File: src/rtl/cpuam_map.vh
// Constants of the addressing mode decoder: prebytes, mode codes, address limits.
`ifndef CPUAM_MAP_VH
`define CPUAM_MAP_VH
`define CPUAM_PRE_Y 8'h90
`define CPUAM_PRE_IND 8'h92
`define CPUAM_PRE_IND_Y 8'h91
`define CPUAM_M_INH 4'h0
`define CPUAM_M_IMM 4'h1
`define CPUAM_M_DIR_S 4'h2
`define CPUAM_M_DIR_L 4'h3
`define CPUAM_M_IX_0 4'h4
`define CPUAM_M_IX_S 4'h5
`define CPUAM_M_IX_L 4'h6
`define CPUAM_M_IND_S 4'h7
`define CPUAM_M_IND_L 4'h8
`define CPUAM_M_IIX_S 4'h9
`define CPUAM_M_IIX_L 4'hA
`define CPUAM_M_REL 4'hB
`define CPUAM_M_REL_IND 4'hC
`define CPUAM_M_BIT 4'hD
`define CPUAM_M_BIT_IND 4'hE
`define CPUAM_PAGE0_HI 8'h00
`define CPUAM_BYTE0 8'h00
`define CPUAM_ZERO16 16'h0000
`define CPUAM_ONE16 16'h0001
`endif

File: src/rtl/cpuam_decode.v
// Operand fetch sequencer and effective address former of the core.
//
// Behaviour
// - Inherent instructions are one opcode byte only.
// - Immediate takes one byte after the opcode as operand value.
// - Short direct takes one address byte, page zero only.
// - Long direct takes a two byte address word, full space.
// - Indexed address is unsigned index register plus offset.
// - No offset indexed uses the index register itself, no extra byte.
// - Short indexed adds a one byte offset, reach 00 to 1FE.
// - Long indexed adds a two byte offset word, full space.
// - Short indirect reads a byte pointer from a page zero pointer address.
// - Long indirect reads a word pointer from a page zero pointer address.
// - Indirect indexed adds the memory pointer to the index register.
// - Relative adds a signed byte to the next instruction address.
// - Short direct and short indirect address only page zero, 0000h to 00FFh.
// - Memory to memory instructions accept short modes only.
// - No offset indexed with second index costs one byte more.
// - Prebytes 90, 92, 91 select second index, indirect, second indirect index.
// - Short indirect indexed uses a byte pointer, reach 00 to 1FE.
`timescale 1ns/100ps
`default_nettype none
`include "cpuam_map.vh"
module cpuam_decode
(
   input wire ref_clk,
   input wire rstn,
   input wire start,
   input wire [15:0] start_pc,
   input wire [3:0] mode,
   input wire mem_to_mem,
   input wire [7:0] idx_x,
   input wire [7:0] idx_y,
   output wire mem_req,
   output reg [15:0] mem_addr,
   input wire mem_ack,
   input wire [7:0] mem_rdata,
   output reg busy,
   output reg done,
   output reg mode_error,
   output reg [7:0] prebyte_seen,
   output reg [7:0] opcode,
   output reg [7:0] operand,
   output reg operand_valid,
   output reg [15:0] ea,
   output reg ea_valid,
   output reg [15:0] pc_next,
   output reg [2:0] length
);
   localparam ST_IDLE = 3'h0;
   localparam ST_OPC = 3'h1;
   localparam ST_ARG_HI = 3'h2;
   localparam ST_ARG_LO = 3'h3;
   localparam ST_PTR_HI = 3'h4;
   localparam ST_PTR_LO = 3'h5;
   localparam ST_CALC = 3'h6;

   reg [2:0] state_ff, nxt_state;
   reg [15:0] pc_ff, nxt_pc;
   reg [15:0] arg_ff, nxt_arg;
   reg [15:0] ptr_ff, nxt_ptr;
   reg [7:0] pre_ff, nxt_pre;
   reg [7:0] opc_ff, nxt_opc;
   reg [2:0] len_ff, nxt_len;
   reg req_ff, nxt_req;
   reg [15:0] addr_ff, nxt_addr;

   // Resolved mode after prebyte application; prebytes only retarget existing forms.
   reg [3:0] eff_mode;
   reg use_y;
   always @*
   begin
      eff_mode = mode;
      use_y = 1'b0;
      if (pre_ff == `CPUAM_PRE_Y)
         use_y = 1'b1;
      else if (pre_ff == `CPUAM_PRE_IND_Y)
         use_y = 1'b1;
      if (pre_ff == `CPUAM_PRE_IND || pre_ff == `CPUAM_PRE_IND_Y)
      begin
         case (mode)
            `CPUAM_M_DIR_S: eff_mode = `CPUAM_M_IND_S;
            `CPUAM_M_DIR_L: eff_mode = `CPUAM_M_IND_L;
            `CPUAM_M_IX_S: eff_mode = `CPUAM_M_IIX_S;
            `CPUAM_M_IX_L: eff_mode = `CPUAM_M_IIX_L;
            `CPUAM_M_REL: eff_mode = `CPUAM_M_REL_IND;
            `CPUAM_M_BIT: eff_mode = `CPUAM_M_BIT_IND;
            default: eff_mode = mode;
         endcase
      end
   end

   // Classification of the resolved mode into fetch counts.
   function [1:0] arg_bytes;
      input [3:0] m;
      begin
         case (m)
            `CPUAM_M_INH, `CPUAM_M_IX_0: arg_bytes = 2'h0;
            `CPUAM_M_DIR_L, `CPUAM_M_IX_L: arg_bytes = 2'h2;
            default: arg_bytes = 2'h1;
         endcase
      end
   endfunction

   function [1:0] ptr_bytes;
      input [3:0] m;
      begin
         case (m)
            `CPUAM_M_IND_L, `CPUAM_M_IIX_L: ptr_bytes = 2'h2;
            `CPUAM_M_IND_S, `CPUAM_M_IIX_S, `CPUAM_M_REL_IND, `CPUAM_M_BIT_IND:
               ptr_bytes = 2'h1;
            default: ptr_bytes = 2'h0;
         endcase
      end
   endfunction

   wire [1:0] n_arg = arg_bytes(eff_mode);
   wire [1:0] n_ptr = ptr_bytes(eff_mode);
   wire is_long = (eff_mode == `CPUAM_M_DIR_L) || (eff_mode == `CPUAM_M_IX_L) ||
      (eff_mode == `CPUAM_M_IND_L) || (eff_mode == `CPUAM_M_IIX_L);
   wire is_idx = (eff_mode == `CPUAM_M_IX_0) || (eff_mode == `CPUAM_M_IX_S) ||
      (eff_mode == `CPUAM_M_IX_L) || (eff_mode == `CPUAM_M_IIX_S) ||
      (eff_mode == `CPUAM_M_IIX_L);
   wire is_rel = (eff_mode == `CPUAM_M_REL) || (eff_mode == `CPUAM_M_REL_IND);
   wire is_ptr = (n_ptr != 2'h0);
   wire [7:0] idx_val = use_y ? idx_y : idx_x;
   wire mem_to_mem_bad = mem_to_mem & is_long;

   // Base of the address sum: the pointer for indirect forms, else the argument.
   wire [15:0] base = is_ptr ? ptr_ff : arg_ff;
   wire [7:0] rel_off = is_ptr ? ptr_ff[7:0] : arg_ff[7:0];
   wire [15:0] ea_sum;
   cpuam_ea_calc u_ea
   (
      .base(base),
      .index(idx_val),
      .use_index(is_idx),
      .rel_off(rel_off),
      .use_rel(is_rel),
      .pc_next(pc_ff),
      .ea(ea_sum)
   );

   assign mem_req = req_ff;

   // Sequencer: one memory read per fetch state, ST_OPC one more for a prebyte, each held until acknowledged.
   always @*
   begin
      nxt_state = state_ff;
      nxt_pc = pc_ff;
      nxt_arg = arg_ff;
      nxt_ptr = ptr_ff;
      nxt_pre = pre_ff;
      nxt_opc = opc_ff;
      nxt_len = len_ff;
      nxt_req = req_ff;
      nxt_addr = addr_ff;
      case (state_ff)
         ST_IDLE:
         begin
            if (start)
            begin
               nxt_state = ST_OPC;
               nxt_pc = start_pc;
               nxt_addr = start_pc;
               nxt_req = 1'b1;
               nxt_pre = `CPUAM_BYTE0;
               nxt_len = 3'h0;
               nxt_arg = `CPUAM_ZERO16;
               nxt_ptr = `CPUAM_ZERO16;
            end
         end
         ST_OPC:
         begin
            if (mem_ack)
            begin
               nxt_pc = pc_ff + `CPUAM_ONE16;
               nxt_addr = pc_ff + `CPUAM_ONE16;
               nxt_len = len_ff + 3'h1;
               if ((mem_rdata == `CPUAM_PRE_Y || mem_rdata == `CPUAM_PRE_IND ||
                  mem_rdata == `CPUAM_PRE_IND_Y) && pre_ff == `CPUAM_BYTE0)
                  nxt_pre = mem_rdata;
               else
               begin
                  nxt_opc = mem_rdata;
                  nxt_state = ST_ARG_HI;
                  nxt_req = 1'b0;
               end
            end
         end
         ST_ARG_HI:
         begin
            // One idle cycle lets eff_mode settle on the latched prebyte.
            if (!req_ff)
            begin
               if (n_arg == 2'h0)
               begin
                  nxt_state = ST_CALC;
               end
               else
                  nxt_req = 1'b1;
            end
            else if (mem_ack)
            begin
               nxt_pc = pc_ff + `CPUAM_ONE16;
               nxt_addr = pc_ff + `CPUAM_ONE16;
               nxt_len = len_ff + 3'h1;
               nxt_arg = {`CPUAM_PAGE0_HI, mem_rdata};
               if (n_arg == 2'h2)
                  nxt_state = ST_ARG_LO;
               else if (is_ptr)
               begin
                  nxt_state = ST_PTR_HI;
                  nxt_addr = {`CPUAM_PAGE0_HI, mem_rdata};
               end
               else
               begin
                  nxt_state = ST_CALC;
                  nxt_req = 1'b0;
               end
            end
         end
         ST_ARG_LO:
         begin
            if (mem_ack)
            begin
               nxt_pc = pc_ff + `CPUAM_ONE16;
               nxt_len = len_ff + 3'h1;
               nxt_arg = {arg_ff[7:0], mem_rdata};
               nxt_state = ST_CALC;
               nxt_req = 1'b0;
            end
         end
         ST_PTR_HI:
         begin
            if (mem_ack)
            begin
               nxt_ptr = {`CPUAM_PAGE0_HI, mem_rdata};
               nxt_addr = addr_ff + `CPUAM_ONE16;
               if (n_ptr == 2'h2)
                  nxt_state = ST_PTR_LO;
               else
               begin
                  nxt_state = ST_CALC;
                  nxt_req = 1'b0;
               end
            end
         end
         ST_PTR_LO:
         begin
            if (mem_ack)
            begin
               nxt_ptr = {ptr_ff[7:0], mem_rdata};
               nxt_state = ST_CALC;
               nxt_req = 1'b0;
            end
         end
         ST_CALC:
            nxt_state = ST_IDLE;
         default:
         begin
            nxt_state = ST_IDLE;
            nxt_req = 1'b0;
         end
      endcase
   end

   // State registers take constants only under reset.
   always @(posedge ref_clk or negedge rstn)
   begin
      if (!rstn)
      begin
         state_ff <= ST_IDLE;
         pc_ff <= `CPUAM_ZERO16;
         arg_ff <= `CPUAM_ZERO16;
         ptr_ff <= `CPUAM_ZERO16;
         pre_ff <= `CPUAM_BYTE0;
         opc_ff <= `CPUAM_BYTE0;
         len_ff <= 3'h0;
         req_ff <= 1'b0;
         addr_ff <= `CPUAM_ZERO16;
      end
      else
      begin
         state_ff <= nxt_state;
         pc_ff <= nxt_pc;
         arg_ff <= nxt_arg;
         ptr_ff <= nxt_ptr;
         pre_ff <= nxt_pre;
         opc_ff <= nxt_opc;
         len_ff <= nxt_len;
         req_ff <= nxt_req;
         addr_ff <= nxt_addr;
      end
   end

   // Registered results; done pulses one cycle with all results valid together.
   always @(posedge ref_clk or negedge rstn)
   begin
      if (!rstn)
      begin
         mem_addr <= `CPUAM_ZERO16;
         busy <= 1'b0;
         done <= 1'b0;
         mode_error <= 1'b0;
         prebyte_seen <= `CPUAM_BYTE0;
         opcode <= `CPUAM_BYTE0;
         operand <= `CPUAM_BYTE0;
         operand_valid <= 1'b0;
         ea <= `CPUAM_ZERO16;
         ea_valid <= 1'b0;
         pc_next <= `CPUAM_ZERO16;
         length <= 3'h0;
      end
      else
      begin
         mem_addr <= nxt_addr;
         busy <= (nxt_state != ST_IDLE);
         done <= (state_ff == ST_CALC);
         if (state_ff == ST_CALC)
         begin
            prebyte_seen <= pre_ff;
            opcode <= opc_ff;
            pc_next <= pc_ff;
            length <= len_ff;
            mode_error <= mem_to_mem_bad;
            operand_valid <= (eff_mode == `CPUAM_M_IMM);
            operand <= arg_ff[7:0];
            ea_valid <= (eff_mode != `CPUAM_M_INH) && (eff_mode != `CPUAM_M_IMM) &&
               !mem_to_mem_bad;
            ea <= ea_sum;
         end
      end
   end
endmodule
`default_nettype wire

File: src/rtl/cpuam_ea_calc.v
// Effective address adder for indexed and relative forms.
`timescale 1ns/100ps
`default_nettype none
module cpuam_ea_calc
(
   input wire [15:0] base,
   input wire [7:0] index,
   input wire use_index,
   input wire [7:0] rel_off,
   input wire use_rel,
   input wire [15:0] pc_next,
   output wire [15:0] ea
);
   // Unsigned index add; the carry out of a short sum lands in bit 8, giving up to 1FE.
   wire [15:0] idx_sum;
   wire [15:0] rel_sum;
   assign idx_sum = base + (use_index ? {8'h00, index} : 16'h0000);
   // Sign extension of the offset gives the -128 to +127 reach.
   assign rel_sum = pc_next + {{8{rel_off[7]}}, rel_off};
   assign ea = use_rel ? rel_sum : idx_sum;
endmodule
`default_nettype wire

File: config.mk
export PLATFORM = sky130hd
export DESIGN_NAME = cpuam_decode
export DESIGN_NICKNAME = d
export VERILOG_FILES = /design/src/rtl/cpuam_decode.v /design/src/rtl/cpuam_ea_calc.v
export VERILOG_INCLUDE_DIRS = /design/src /design/src/rtl
export SDC_FILE = /design/constraint.sdc
export NUM_CORES = 1
export LEC_CHECK = 0
export ABC_CLOCK_PERIOD_IN_PS = 6300
export BUFFER_PORTS_ARGS = -buffer_cell sky130_fd_sc_hd__buf_2
export CAP_MARGIN = 10
export CELL_PAD_IN_SITES_DETAIL_PLACEMENT = 0
export CELL_PAD_IN_SITES_GLOBAL_PLACEMENT = 1
export CORE_AREA = 2 2 172 174
export CTS_CLUSTER_DIAMETER = 200
export DETAILED_ROUTE_END_ITERATION = 10
export DIE_AREA = 0 0 174 176
export PLACE_DENSITY_LB_ADDON = 0.1
export SLEW_MARGIN = 10
export SYNTH_ARGS = -nofsm -noshare
export SYNTH_HDL_FRONTEND = slang
export SYNTH_SLANG_ARGS = --single-unit
File: constraint.sdc
create_clock -name ref_clk -period 6.3 [get_ports ref_clk]
set_input_delay 1.26 -clock ref_clk [delete_from_list [all_inputs] [get_ports ref_clk]]
set_output_delay 1.26 -clock ref_clk [all_outputs]
set_load 0.02 [all_outputs]
==> impl_metrics.prom <==
# TYPE chip_impl_metric gauge
chip_impl_info{name="outcome",value="finished, final reports clean"} 1
chip_impl_metric{name="grt-ovfl-total",unit=""} 0
chip_impl_metric{name="holdWs",unit="ns"} 0.467
chip_impl_info{name="endpoint_kind",value="flop"} 1
chip_impl_metric{name="power_leakage",unit="nW"} 4.86
chip_impl_metric{name="required",unit="ns"} 6.66
chip_impl_metric{name="initial_utilization",unit="%"} 31.0
chip_impl_metric{name="routedWlPerCell",unit="um"} 18.5
chip_impl_info{name="most-common-layout-cells",value="nand2_1, dfrtp_1, buf_2"} 1
chip_impl_metric{name="number_of_antenna_violations_at_the_first_check_in_global_routing",unit=""} 0
chip_impl_metric{name="critPathMaxFanout",unit=""} 16
chip_impl_metric{name="worst_case_clock_buffer_depth",unit=""} 2
chip_impl_metric{name="finalWorstPathRequiredPeriod",unit="ns"} 4.61
chip_impl_metric{name="final_layout_size_suffix_gt1_share",unit="%"} 16.6
chip_impl_info{name="layout_commonest_cell",value="nand2_1"} 1
chip_impl_metric{name="global_route.usage.met1",unit="%"} 28.3
chip_impl_metric{name="ctsHtreeMaxLevel",unit=""} 4
chip_impl_metric{name="fin_util",unit="%"} 36.6
chip_impl_metric{name="timing.reg2reg.worst_path_depth",unit=""} 15
chip_impl_metric{name="numClockSinks",unit=""} 151
chip_impl_metric{name="synthesized_flop_and_latch_total",unit=""} 151
chip_impl_info{name="busiest_layer_in_global_routing",value="met2"} 1
chip_impl_metric{name="boundaryPins",unit=""} 130
chip_impl_metric{name="gp_routability_congestion",unit=""} 0.800
chip_impl_metric{name="cap_violations",unit=""} 0
chip_impl_metric{name="global_route.usage.met2",unit="%"} 29.9
chip_impl_metric{name="drc_errors_left",unit=""} 0
chip_impl_info{name="cp_common_cell",value="nand2_1"} 1
chip_impl_metric{name="synthesis.instances",unit=""} 1080
chip_impl_metric{name="dieWidth",unit="um"} 174
chip_impl_info{name="holdCritPathClass",value="reg2reg"} 1
chip_impl_metric{name="layout_worst_path_cycle_share",unit="%"} 73.2
chip_impl_metric{name="drt_iter0_markers",unit=""} 515
chip_impl_metric{name="synthesis.area",unit="um^2"} 8840
chip_impl_metric{name="path_clk_slew",unit="ns"} 0.09
chip_impl_metric{name="post_cts.repair.setup_buffers",unit=""} 0
chip_impl_metric{name="cts.repair.resized",unit=""} 0
chip_impl_metric{name="cp_slowest_stage_delay",unit="ns"} 0.66
chip_impl_info{name="combinational_family_with_the_most_area_after_synthesis",value="simple AND/OR/NAND/NOR gates"} 1
chip_impl_metric{name="worst_slew_margin_rel",unit="%"} 36.2
chip_impl_metric{name="post_synth_simple_gate_area",unit="%"} 23.5
chip_impl_metric{name="hold-path-cell-count",unit=""} 2
chip_impl_metric{name="drt-vias-per-instance",unit=""} 4.95
chip_impl_metric{name="core_region_area",unit="um^2"} 28500
chip_impl_info{name="path_class",value="in2reg"} 1
chip_impl_metric{name="wl",unit="um"} 29200
chip_impl_metric{name="yosys-mux-area-fraction",unit="%"} 3.69
chip_impl_metric{name="wire_length_of_the_first_global_routing_pass",unit="um"} 45800
chip_impl_metric{name="setup_tns",unit="ns"} 0
chip_impl_metric{name="worst_ir_drop_vdd",unit="mV"} 0.181
chip_impl_metric{name="synth-xor-area-share",unit="%"} 5.05
chip_impl_metric{name="synth_fp_nets",unit=""} 1157
chip_impl_metric{name="finalClockSkew",unit="ns"} 0.0228
chip_impl_metric{name="synth_compound_gate_area_share",unit="%"} 17.4
chip_impl_metric{name="clk-insertion-delay-late",unit="ns"} 0.44
chip_impl_metric{name="detailedRoute.firstPassIterationCount",unit=""} 5
chip_impl_info{name="critPathSlowestCell",value="and2_1"} 1
chip_impl_metric{name="syn_to_final_growth",unit="%"} 18.2
chip_impl_metric{name="grt_start_max_net_pins",unit=""} 61
chip_impl_metric{name="fin_total_pwr",unit="mW"} 5.45
chip_impl_metric{name="cts_hold_repair.buffers",unit=""} 0
chip_impl_metric{name="antennaDiodeCount",unit=""} 0
chip_impl_metric{name="num-nets-final",unit=""} 1257
chip_impl_metric{name="die_height",unit="um"} 176
chip_impl_metric{name="placement.io_buffers",unit=""} 129
chip_impl_metric{name="detailed_place_hpwl",unit="um"} 21500
chip_impl_metric{name="vias_in_the_first_global_route",unit=""} 7606
chip_impl_metric{name="fin_area",unit="um^2"} 10500
chip_impl_info{name="rsz_0062_raised_after_global_routing",value="no"} 1
chip_impl_metric{name="report.final.setup_viol",unit=""} 0
chip_impl_metric{name="yosys_warnings",unit=""} 0
chip_impl_metric{name="track_usage",unit="%"} 19.5
chip_impl_metric{name="number_of_flops_mapped_to_enable_cells_by_yosys",unit=""} 0
chip_impl_info{name="critical_path.cell_chain",value="buf_2 -> nor4b_2 -> o211ai_1 -> and2_1 -> nand2_1 -> nand2_1 -> ha_1 -> a211oi_1 -> nor2_1 -> o31ai_1 -> a21oi_1 -> mux2i_1 -> mux2_4 -> nor4_1 -> a221o_1"} 1
chip_impl_metric{name="final-hold-violation-count",unit=""} 0
chip_impl_info{name="synth-main-ff-cell",value="dfrtp_1"} 1
chip_impl_info{name="cts_root_buffer",value="clkbuf_16"} 1
chip_impl_metric{name="power.density_cell_area",unit="nW/um^2"} 521
chip_impl_metric{name="rows",unit=""} 62
chip_impl_metric{name="slew_viol_final",unit=""} 0
chip_impl_metric{name="grt_use_met3",unit="%"} 2.86
chip_impl_info{name="critPathLaunchType",value="primary input"} 1
chip_impl_metric{name="max_slew.worst_pin.slew",unit="ns"} 0.953
chip_impl_metric{name="async_flop_share",unit="%"} 100
chip_impl_metric{name="cp_data_arrival_time",unit="ns"} 4.97
chip_impl_metric{name="synth.lib_cells_used.distinct",unit=""} 65
chip_impl_metric{name="design.die.area",unit="um^2"} 30600
chip_impl_metric{name="seq_area_frac_synth",unit="%"} 42.7
chip_impl_metric{name="detailroute.via_count",unit=""} 7805
chip_impl_metric{name="cts_made_buffers",unit=""} 17
chip_impl_metric{name="synthAdderAreaFrac",unit="%"} 4.13
chip_impl_metric{name="post_layout_cell_count",unit=""} 1577
chip_impl_metric{name="postPlaceCellArea",unit="um^2"} 9830
chip_impl_metric{name="achievable-frequency",unit="MHz"} 217
chip_impl_metric{name="syn_area_per_cell",unit="um^2"} 8.19
chip_impl_info{name="tritoncts",value="yes"} 1
chip_impl_metric{name="postLayoutSetupSlackWorst",unit="ns"} 1.69
chip_impl_metric{name="placed_insts",unit=""} 1545
chip_impl_metric{name="pre_cts_ws",unit="ns"} 1.25
chip_impl_metric{name="drtAntennaViolNets",unit=""} 0
per-layer routing:
| layer | vias to the layer above | wire [um] |
|---|---|---|
| met5 | - | 0 |
| met4 | 0 | 507 |
| met3 | 32 | 1070 |
| met2 | 182 | 12900 |
| met1 | 3673 | 14700 |
| li1 | 3918 | - |
synthesized netlist by cell type (11+ instances only):
cell	count	area (um^2)
o22ai_1	12	75.1
inv_1	18	67.6
nand3_1	28	140
xnor2_1	24	210
nor2_1	67	251
xor2_1	27	236
o21ai_0	92	460
nor3_1	11	55.1
nand2_1	301	1130
a21oi_1	56	280
dfrtp_1	151	3780
o21ai_1	28	140
ha_1	26	325
clkbuf_1	50	188
nor2b_1	16	100
mux2i_1	21	210
flip-flops by register name, indices dropped and copies added (netlist names), 16 cells and up:
signal	count
arg_ff	16
mem_addr	16
ptr_ff	16
ea	16
pc_ff	16
pc_next	16
logic make-up after synthesis:
kind of cell / Yosys count
DFF: 151
muxes: 31
AOI/OAI and AO/OA: 260
adders and majority gates: 28
buffers and inverters: 79
and+or+nand+nor: 480
xor gates and xnor gates: 51
path summary, 6_finish.rpt:
| kind | startpoint | end | slack (ns) |
|---|---|---|---|
| max | mode[1] | ea[13] | 1.69 |
| min | opc_ff[0] | opcode[0] | 0.47 |
| max reg2reg | pre_ff[3] | ea[13] | 1.77 |
| min reg2reg | opc_ff[0] | opcode[0] | 0.47 |
| max in group asynchronous | rstn | mem_addr[3] | 4.40 |
| min in group asynchronous | rstn | arg_ff[0] | 0.75 |
area by class of cell:
class                           count  area [um^2]
Clock buffer                       17          425
Clock inverter                     15          194
Fill cell                        3093        18100
Timing Repair Buffer              141          742
Tap cell                          384          480
Sequential cell                   151         3780
Inverter                           19         71.3
Multi-Input combinational cell    850         4770
where the power goes:
group          switching (mW)  internal (mW)  total [mW]
clock network           0.522          0.546        1.07
registers               0.449           1.34        1.79
logic                    1.65          0.942        2.59
critical path: cells and delay by family:
family,cells,cell delay [ns]
adders and majority gates,1,0.27
and+or+nand+nor,6,1.52
buffers and inverters,1,0.15
muxes,2,0.45
AOI/OAI and AO/OA,5,1.30
(Power assumes the default switching activity.)
